==> src/design/ssp_pkg.sv <==
/*
 SPI port package: register offsets, field positions, reset values, mode codes,
 carrier structs. Assumes a 32-bit AHB-Lite register bus.
*/
package ssp_pkg;
   localparam logic [7:0] SSP_OFF_STATUS  = 8'h00;
   localparam logic [7:0] SSP_OFF_CTRL    = 8'h04;
   localparam logic [7:0] SSP_OFF_BUFFER  = 8'h08;
   localparam logic [7:0] SSP_OFF_SYS     = 8'h0c;

   localparam int SSP_STAT_SMP  = 7;
   localparam int SSP_STAT_CKE  = 6;
   localparam int SSP_STAT_STOP = 4;
   localparam int SSP_STAT_BF   = 0;
   localparam int SSP_CTRL_WRITE_COLLISION_FLAG = 7;
   localparam int SSP_CTRL_OV   = 6;
   localparam int SSP_CTRL_EN   = 5;
   localparam int SSP_CTRL_CKP  = 4;

   localparam logic [7:0] SSP_STATUS_RST = 8'h00;
   localparam logic [7:0] SSP_CTRL_RST   = 8'h00;

   localparam logic [3:0] SSP_MODE_DIV4   = 4'h0;
   localparam logic [3:0] SSP_MODE_DIV16  = 4'h1;
   localparam logic [3:0] SSP_MODE_DIV64  = 4'h2;
   localparam logic [3:0] SSP_MODE_TIMER_TWO_OUTPUT   = 4'h3;
   localparam logic [3:0] SSP_MODE_SLV_SS = 4'h4;
   localparam logic [3:0] SSP_MODE_SLV    = 4'h5;

   // Half-period counts less one, in system clocks, per serial clock phase
   localparam logic [5:0] SSP_HALF_DIV4  = 6'h01;
   localparam logic [5:0] SSP_HALF_DIV16 = 6'h07;
   localparam logic [5:0] SSP_HALF_DIV64 = 6'h1f;
   localparam logic [3:0] SSP_BITS       = 4'h8;

   typedef enum logic [1:0] {
      SSP_IDLE,
      SSP_LEAD,
      SSP_TRAIL
   } ssp_state_e;

   typedef struct packed {
      logic sck_o;
      logic sck_oe;
      logic sdo_o;
      logic sdo_oe;
   } ssp_pin_out_s;

   typedef struct packed {
      logic sck_i;
      logic sdi_i;
      logic ss_n_i;
   } ssp_pin_in_s;
endpackage

==> src/design/ssp_port.sv <==
/*
 Byte-wide SPI master/slave with AHB-Lite register slave.
 Assumes one AHB-Lite master, pins buffered outside, timer-two pulse input.
*/
`timescale 1ns/100ps
module ssp_port
   import ssp_pkg::*;
(
   input  wire logic         sys_clk_i,
   input  wire logic         sys_rst_i,
   input  wire logic         hsel_i,
   input  wire logic [31:0]  haddr_i,
   input  wire logic [1:0]   htrans_i,
   input  wire logic         hwrite_i,
   input  wire logic [2:0]   hsize_i,
   input  wire logic [31:0]  hwdata_i,
   input  wire logic         hready_i,
   output logic      [31:0]  hrdata_o,
   output logic              hreadyout_o,
   output logic              hresp_o,
   input  wire logic         timer_two_output_i,
   input  wire ssp_pin_in_s  pin_i,
   output ssp_pin_out_s      pin_o,
   output logic              port_enable_o,
   output logic              port_interrupt_o,
   output logic              wake_o
);
   logic [7:0]  stat_q;
   logic [7:0]  ctrl_q;
   logic [7:0]  spi_buffer_q;
   logic [7:0]  spi_shift_register_q;
   logic        sdo_disable_q;
   logic        irq_q;
   logic        wake_q;
   logic        wr_ph_q;
   logic        rd_ph_q;
   logic [7:0]  addr_q;
   ssp_state_e  st_q;
   logic [5:0]  div_q;
   logic [3:0]  cnt_q;
   logic        sck_q;
   logic        sdo_q;
   logic        smp_bit_q;
   logic [1:0]  sck_sync_q;
   logic [1:0]  ss_sync_q;
   logic        sck_prev_q;
   logic        t2_prev_q;

   wire logic [3:0] mode     = ctrl_q[3:0];
   wire logic       en       = ctrl_q[SSP_CTRL_EN];
   wire logic       clock_polarity      = ctrl_q[SSP_CTRL_CKP];
   wire logic       cke      = stat_q[SSP_STAT_CKE];
   wire logic       input_sample_select      = stat_q[SSP_STAT_SMP];
   wire logic       master   = en && (mode <= SSP_MODE_TIMER_TWO_OUTPUT);
   wire logic       slave    = en && (mode == SSP_MODE_SLV_SS || mode == SSP_MODE_SLV);
   wire logic       ss_use   = mode == SSP_MODE_SLV_SS;
   wire logic       ss_off   = slave && ss_use && ss_sync_q[1];
   wire logic       busy     = (st_q != SSP_IDLE) || (slave && cnt_q != 4'h0);

   // AHB-Lite slave: zero wait states, always OKAY
   wire logic       take     = hsel_i && hready_i && htrans_i[1];
   wire logic       buf_wr   = wr_ph_q && addr_q == SSP_OFF_BUFFER;
   wire logic       buf_rd   = rd_ph_q && addr_q == SSP_OFF_BUFFER;
   wire logic       ctrl_wr  = wr_ph_q && addr_q == SSP_OFF_CTRL;
   wire logic       stat_wr  = wr_ph_q && addr_q == SSP_OFF_STATUS;
   wire logic       sys_wr   = wr_ph_q && addr_q == SSP_OFF_SYS;

   assign hreadyout_o = 1'b1;
   assign hresp_o     = 1'b0;

   always_ff @(posedge sys_clk_i)
   begin
      if (sys_rst_i)
      begin
         wr_ph_q <= 1'b0;
         rd_ph_q <= 1'b0;
         addr_q  <= 8'h00;
      end
      else
      begin
         wr_ph_q <= take && hwrite_i;
         rd_ph_q <= take && !hwrite_i;
         if (take)
            addr_q <= {haddr_i[7:2], 2'b00};
      end
   end

   always_ff @(posedge sys_clk_i)
   begin
      if (sys_rst_i)
         hrdata_o <= 32'h0000_0000;
      else if (take && !hwrite_i)
      begin
         unique case ({haddr_i[7:2], 2'b00})
            SSP_OFF_STATUS: hrdata_o <= {24'h00_0000, stat_q};
            SSP_OFF_CTRL:   hrdata_o <= {24'h00_0000, ctrl_q};
            SSP_OFF_BUFFER: hrdata_o <= {24'h00_0000, spi_buffer_q};
            SSP_OFF_SYS:    hrdata_o <= {30'h0000_0000, irq_q, sdo_disable_q};
            default:        hrdata_o <= 32'h0000_0000;
         endcase
      end
   end

   // Synchronisers: first stage feeds only the second
   always_ff @(posedge sys_clk_i)
   begin
      if (sys_rst_i)
      begin
         sck_sync_q <= 2'b00;
         ss_sync_q  <= 2'b11;
         sck_prev_q <= 1'b0;
         t2_prev_q  <= 1'b0;
      end
      else
      begin
         sck_sync_q <= {sck_sync_q[0], pin_i.sck_i};
         ss_sync_q  <= {ss_sync_q[0], pin_i.ss_n_i};
         sck_prev_q <= sck_sync_q[1];
         t2_prev_q  <= timer_two_output_i;
      end
   end

   // Slave edges relative to idle level; leading edge leaves idle
   wire logic s_rise   = sck_sync_q[1] && !sck_prev_q;
   wire logic s_fall   = !sck_sync_q[1] && sck_prev_q;
   wire logic s_lead   = clock_polarity ? s_fall : s_rise;
   wire logic s_trail  = clock_polarity ? s_rise : s_fall;
   wire logic s_active = slave && !ss_off;
   // CKE set: out on trailing, in on leading; clear: the reverse
   wire logic s_sample = s_active && (cke ? s_lead : s_trail);
   wire logic s_shift  = s_active && (cke ? s_trail : s_lead);

   // Master tick: one half period per tick
   logic tick;
   always_comb
   begin
      unique case (mode)
         SSP_MODE_DIV4:  tick = div_q == SSP_HALF_DIV4;
         SSP_MODE_DIV16: tick = div_q == SSP_HALF_DIV16;
         SSP_MODE_DIV64: tick = div_q == SSP_HALF_DIV64;
         SSP_MODE_TIMER_TWO_OUTPUT:  tick = timer_two_output_i && !t2_prev_q;
         default:        tick = 1'b0;
      endcase
   end

   wire logic m_start = master && buf_wr && st_q == SSP_IDLE;
   wire logic m_done  = st_q == SSP_TRAIL && tick && cnt_q == SSP_BITS - 4'h1;
   wire logic s_done  = s_sample && cnt_q == SSP_BITS - 4'h1;
   // Master sample point: middle is the edge opposite the shift edge.
   // End is the trailing tick; with edge select clear no later tick
   // exists for the last bit, so end and middle coincide there.
   logic m_late;
   logic m_samp;
   logic m_in;
   always_comb
   begin
      m_late = input_sample_select || !cke;
      m_samp = 1'b0;
      if (!m_late)
         m_samp = st_q == SSP_LEAD && tick;
      m_in   = m_late ? pin_i.sdi_i : smp_bit_q;
   end

   always_ff @(posedge sys_clk_i)
   begin
      if (sys_rst_i || !master || st_q == SSP_IDLE || tick)
         div_q <= 6'h00;
      else
         div_q <= div_q + 6'h01;
   end

   // Master state machine: LEAD = first half of a bit, TRAIL = second
   always_ff @(posedge sys_clk_i)
   begin
      if (sys_rst_i || !master)
      begin
         st_q  <= SSP_IDLE;
         sck_q <= 1'b0;
      end
      else
      begin
         unique case (st_q)
            SSP_IDLE:
               if (m_start)
                  st_q <= SSP_LEAD;
            SSP_LEAD:
               if (tick)
               begin
                  st_q  <= SSP_TRAIL;
                  sck_q <= 1'b1;
               end
            SSP_TRAIL:
               if (tick)
               begin
                  st_q  <= m_done ? SSP_IDLE : SSP_LEAD;
                  sck_q <= 1'b0;
               end
         endcase
      end
   end

   // Bit counter, shift register and sampled input bit
   always_ff @(posedge sys_clk_i)
   begin
      if (sys_rst_i || !en || ss_off)
      begin
         cnt_q     <= 4'h0;
         smp_bit_q <= 1'b0;
      end
      else if (master)
      begin
         if (m_samp)
            smp_bit_q <= pin_i.sdi_i;
         if (st_q == SSP_TRAIL && tick)
            cnt_q <= m_done ? 4'h0 : cnt_q + 4'h1;
      end
      else if (s_sample)
         cnt_q <= s_done ? 4'h0 : cnt_q + 4'h1;
   end

   always_ff @(posedge sys_clk_i)
   begin
      if (sys_rst_i)
         spi_shift_register_q <= 8'h00;
      else if (buf_wr && !busy)
         spi_shift_register_q <= hwdata_i[7:0];
      else if (master && st_q == SSP_TRAIL && tick)
         spi_shift_register_q <= {spi_shift_register_q[6:0], m_in};
      else if (s_sample)
         spi_shift_register_q <= {spi_shift_register_q[6:0], pin_i.sdi_i};
   end

   // Data out: CKE set presents MSB before first edge
   always_ff @(posedge sys_clk_i)
   begin
      if (sys_rst_i)
         sdo_q <= 1'b0;
      else if (buf_wr && !busy)
         sdo_q <= hwdata_i[7];
      else if (master && tick && (cke ? st_q == SSP_TRAIL : st_q == SSP_LEAD))
         sdo_q <= cke ? spi_shift_register_q[6] : spi_shift_register_q[7];
      // Slave sample has already moved the next bit to the top
      else if (s_shift)
         sdo_q <= spi_shift_register_q[7];
   end

   wire logic byte_done = (m_done || s_done) && !(s_done && stat_q[SSP_STAT_BF]);

   always_ff @(posedge sys_clk_i)
   begin
      if (sys_rst_i)
         spi_buffer_q <= 8'h00;
      else if (buf_wr && !busy)
         spi_buffer_q <= hwdata_i[7:0];
      else if (m_done)
         spi_buffer_q <= {spi_shift_register_q[6:0], m_in};
      else if (byte_done)
         spi_buffer_q <= {spi_shift_register_q[6:0], pin_i.sdi_i};
   end

   // Status: INPUT_SAMPLE_SELECT and CKE writable, stop and BF hardware owned
   always_ff @(posedge sys_clk_i)
   begin
      if (sys_rst_i)
         stat_q <= SSP_STATUS_RST;
      else
      begin
         if (stat_wr)
         begin
            stat_q[SSP_STAT_SMP] <= hwdata_i[SSP_STAT_SMP];
            stat_q[SSP_STAT_CKE] <= hwdata_i[SSP_STAT_CKE];
         end
         if (!en)
            stat_q[SSP_STAT_STOP] <= 1'b0;
         // Set wins over a same-cycle read
         if (byte_done)
            stat_q[SSP_STAT_BF] <= 1'b1;
         else if (buf_rd)
            stat_q[SSP_STAT_BF] <= 1'b0;
      end
   end

   // Control: collision and overflow are sticky; software writes zero to clear
   always_ff @(posedge sys_clk_i)
   begin
      if (sys_rst_i)
         ctrl_q <= SSP_CTRL_RST;
      else
      begin
         if (ctrl_wr)
            ctrl_q <= hwdata_i[7:0];
         if (buf_wr && busy)
            ctrl_q[SSP_CTRL_WRITE_COLLISION_FLAG] <= 1'b1;
         if (s_done && stat_q[SSP_STAT_BF])
            ctrl_q[SSP_CTRL_OV] <= 1'b1;
      end
   end

   // Extra control: data-out disable, interrupt flag (write one to clear)
   always_ff @(posedge sys_clk_i)
   begin
      if (sys_rst_i)
      begin
         sdo_disable_q <= 1'b0;
         irq_q         <= 1'b0;
         wake_q        <= 1'b0;
      end
      else
      begin
         if (sys_wr)
            sdo_disable_q <= hwdata_i[0];
         if (byte_done)
            irq_q <= 1'b1;
         else if (sys_wr && hwdata_i[1])
            irq_q <= 1'b0;
         wake_q <= s_done;
      end
   end

   // Pin ownership; reserved modes leave pins undriven
   always_comb
   begin
      pin_o.sck_o  = master ? (sck_q ^ clock_polarity) : clock_polarity;
      pin_o.sck_oe = master;
      pin_o.sdo_o  = sdo_q;
      pin_o.sdo_oe = (master || (slave && !ss_off)) && !sdo_disable_q;
   end

   assign port_enable_o    = en;
   assign port_interrupt_o = irq_q;
   assign wake_o           = wake_q;
endmodule // ssp_port

==> config.mk <==
export PLATFORM = sky130hd
export DESIGN_NAME = ssp_port
export DESIGN_NICKNAME = d
export VERILOG_FILES = /design/src/design/ssp_pkg.sv /design/src/design/ssp_port.sv
export SDC_FILE = /design/constraint.sdc
export NUM_CORES = 1
export LEC_CHECK = 0
export ABC_AREA = 0
export BUFFER_PORTS_ARGS = -buffer_cell sky130_fd_sc_hd__clkbuf_2
export CELL_PAD_IN_SITES_DETAIL_PLACEMENT = 1
export CELL_PAD_IN_SITES_GLOBAL_PLACEMENT = 1
export CORE_MARGIN = 4
export CORE_UTILIZATION = 40
export CTS_CLUSTER_DIAMETER = 200
export DETAILED_ROUTE_END_ITERATION = 12
export GPL_TIMING_DRIVEN = 0
export HOLD_SLACK_MARGIN = 0.02
export PLACE_DENSITY = 0.84
export SYNTH_ARGS = -nofsm -noshare
export SYNTH_HDL_FRONTEND = slang
export SYNTH_SLANG_ARGS = --single-unit
==> constraint.sdc <==
create_clock -name sys_clk_i -period 3.45 [get_ports sys_clk_i]
set_input_delay 0.69 -clock sys_clk_i [delete_from_list [all_inputs] [get_ports sys_clk_i]]
set_output_delay 0.69 -clock sys_clk_i [all_outputs]
set_load 0.02 [all_outputs]
==> flow_summary.yaml <==
outcome:
  status: "finished, final reports clean"
cts:
  cts_tree: "yes"
  cts_buffers: 9
  ctsResizeCount: 0
  cts_setup_buffers: 0
  clk_latency_ps: 370
  htreeDepth: 3
  root_buffer: "clkbuf_8"
  clockBufferDepth: 2
  clk_pin_slew_worst_paths_ps: 70
  clock_sink_count: 67
  cts_hold_buf: 0
yosys:
  synth_common_cells: "dfxtp_1 (67), nor2_1 (47), buf_4 (28)"
  yosys.area_share.simple_pct: 19.17
  synth_ff_type: "dfxtp_1"
  yosysWarnings: 0
  synth_compound_area_share_pct: 21.22
  yosysTopAreaCellShare_pct: 38.56
  yosys-mux-area-fraction_pct: 9.137
  syn_area_sq_um: 3478
  yosys.area_share.adder_pct: 1.079
  async_flop_share_pct: 0
  synth-edff-count: 0
  synth_top_cell_by_area: "dfxtp_1"
  synth_top_family_by_area: "compound AO/OA/AOI/OAI gates"
  ys_seq_area_share_pct: 38.56
  synth_xor_area_share_pct: 1.511
  syn_inst: 385
  synth.most_common_cell: "dfxtp_1"
  synth.avg_cell_area_sq_um: 9.035
  ys_types: 61
  ys_seq_elements: 67
  netlist_top_cells_area: "dfxtp_1 (39%), mux2i_1 (7.2%), buf_4 (6.0%), nor2_1 (5.1%), nand3_1 (3.9%)"
floorplan:
  ios: 119
  die_w_um: 101.3
  die_area_sq_um: 10250
  rows: 33
  chipHeight_um: 101.3
  initial_utilization_pct: 41.70
  core_sq_um: 8341
finish:
  fin_area_sq_um: 4091
  n_antenna_cell: 0
  layout.nets: 538
  syn2layout_area_growth_pct: 17.63
  drive_above_1_share_pct: 22.94
detailed_routing:
  wl_mm: 9.999
  ant_nets: 0
  dr.pass1.iters: 4
  drtIter0Drc: 115
  vias: 3141
  post_drt_wl_per_cell_um: 17.63
  viasPerCell: 5.540
  drc: 0
sta:
  fin_ws_ps: 925.6
  relSlewSlack_pct: 32.94
  fin_crit_ps: 2524
  timing.hold.ws_ps: 431.3
  hold_viol: 0
  setup_viol: 0
  slew_violations: 0
  fin_crit_sh_pct: 73.17
  max_freq_mhz: 396.1
  rsz0062_at_grt: "no"
  tightest_slew_ps: 1005
  fin_tns_setup_ps: 0
  fin_skew_ps: 9.309
worst_setup_path:
  slowest_stage: "dfxtp_1"
  cp.arrival_ps: 1830
  crit_fanout: 9
  crit_chain: "and4bb_2, nand2b_1, a21oi_1, clkbuf_2"
  startpoint_type: "flip-flop"
  path_class: "flip-flop to primary output"
  worst_ep_required_time_ps: 2760
  crit_path_max_incr_delay_ps: 540
  worstSetupEndpointType: "primary output"
job:
  maxCapViolCount: 0
global_routing:
  antenna_found_initial: 0
  grt_max_degree: 11
  grt_pass1_wl_mm: 15.95
  grt_use_total_pct: 19.94
  grt_pass1_vias: 3182
  grt.overflow.total: 0
placement:
  placed_cell_area_sq_um: 3885
  dpl.hpwl_mm: 7.445
  port_buffers: 37
  dp_slack_ps: 948.7
  gp_congestion: 0.9107
power_and_ir_drop:
  ir_drop_mv: 0.1456
  powerDensity_nw_per_um2: 388.6
  leakage_nw: 1.663
  finalPower_mw: 1.590
hold_path:
  min_path_type: "flip-flop to flip-flop"
## cells by family after synthesis
family	after synthesis
and+or+nand+nor	130
AOI/OAI and AO/OA	96
DFF	67
buffers and inverters	51
muxes	30
xor gates and xnor gates	6
adders and majority gates	3
other	2
## worst max-delay path, delay by kind of cell (launching register included)
family / cells / cell delay, ps
and+or+nand+nor: 2 / 480
buffers and inverters: 1 / 200
DFF: 1 / 540
AOI/OAI and AO/OA: 1 / 250
## metal layers
metal / wire length, um / vias up / track usage, % / part of all wire, %
li1: - / 1500 / - / -
met1: 4205 / 1529 / 23.30 / 42
met2: 5009 / 94 / 34.51 / 50
met3: 576 / 18 / 4.614 / 5.8
met4: 208 / 0 / 9.202 / 2.1
met5: 0 / - / 0 / 0
## cell type report
cell class                      count  area, sq um
Sequential cell                    67         1341
Clock inverter                      1        30.03
Buffer                             44        290.3
Timing Repair Buffer               37        185.2
Clock buffer                       15        176.4
Tap cell                          105        131.4
Multi-Input combinational cell    291         1911
Fill cell                        1036         4249
Inverter                            7        26.28
## flip-flops by register name (all words and copies together), names as in the netlist, 2 cells and up
register,count
hrdata_o,8
stat_q,3
div_q,6
ctrl_q,8
addr_q,6
spi_buffer_q,8
ss_sync_q,2
spi_shift_register_q,8
st_q,2
cnt_q,4
sck_sync_q,2
## stage by stage
stage / utilization, % / std cells
5_1_grt: 49.05 / 567
6_report: 49.05 / 567
4_1_cts: 49.05 / 567
2_1_floorplan: - / 409
3_3_place_gp: 46.58 / 551
3_5_place_dp: 46.58 / 551
## cell usage in the layout (no fill, tap or decap), drive strengths merged, types with 2 or more instances in the layout
| cell type | count |
|---|---|
| clkbuf | 63 |
| buf | 33 |
| o21bai | 6 |
| mux2 | 4 |
| a22oi | 8 |
| a22o | 6 |
| a211o | 3 |
| nor2b | 11 |
| o21a | 2 |
| nor3b | 2 |
| nand2b | 6 |
| nor2 | 47 |
| o21ai | 17 |
| dfxtp | 67 |
| o211ai | 9 |
| or2 | 5 |
| a31oi | 16 |
| nor4 | 2 |
| nor3 | 4 |
| mux2i | 25 |
| nand2 | 13 |
| nand4b | 3 |
| a2111oi | 3 |
| o2111ai | 5 |
| ha | 3 |
| conb | 26 |
| inv | 7 |
| a211oi | 5 |
| a21oi | 10 |
| or3 | 2 |
| xor2 | 3 |
| nand3 | 27 |
| xnor2 | 3 |
## power breakdown
part / leakage [nW] / internal, mW / total, mW / switching, mW
Sequential: 0.541 / 0.780 / 0.784 / 0.00441
Combinational: 1.02 / 0.0466 / 0.116 / 0.0697
Clock: 0.104 / 0.394 / 0.690 / 0.295
Total: 1.66 / 1.22 / 1.59 / 0.369
## final timing paths
| path | to | slack [ps] | from | depth (start not counted) |
|---|---|---|---|---|
| min | ss_sync_q[1] | 430 | ss_sync_q[0] | 1 |
| min reg2reg | ss_sync_q[1] | 430 | ss_sync_q[0] | 1 |
| max | pin_o[0] | 930 | ctrl_q[5] | 4 |
| max reg2reg | spi_buffer_q[4] | 970 | ctrl_q[1] | 5 |
Note: power is estimated with default switching activity, not from simulation.
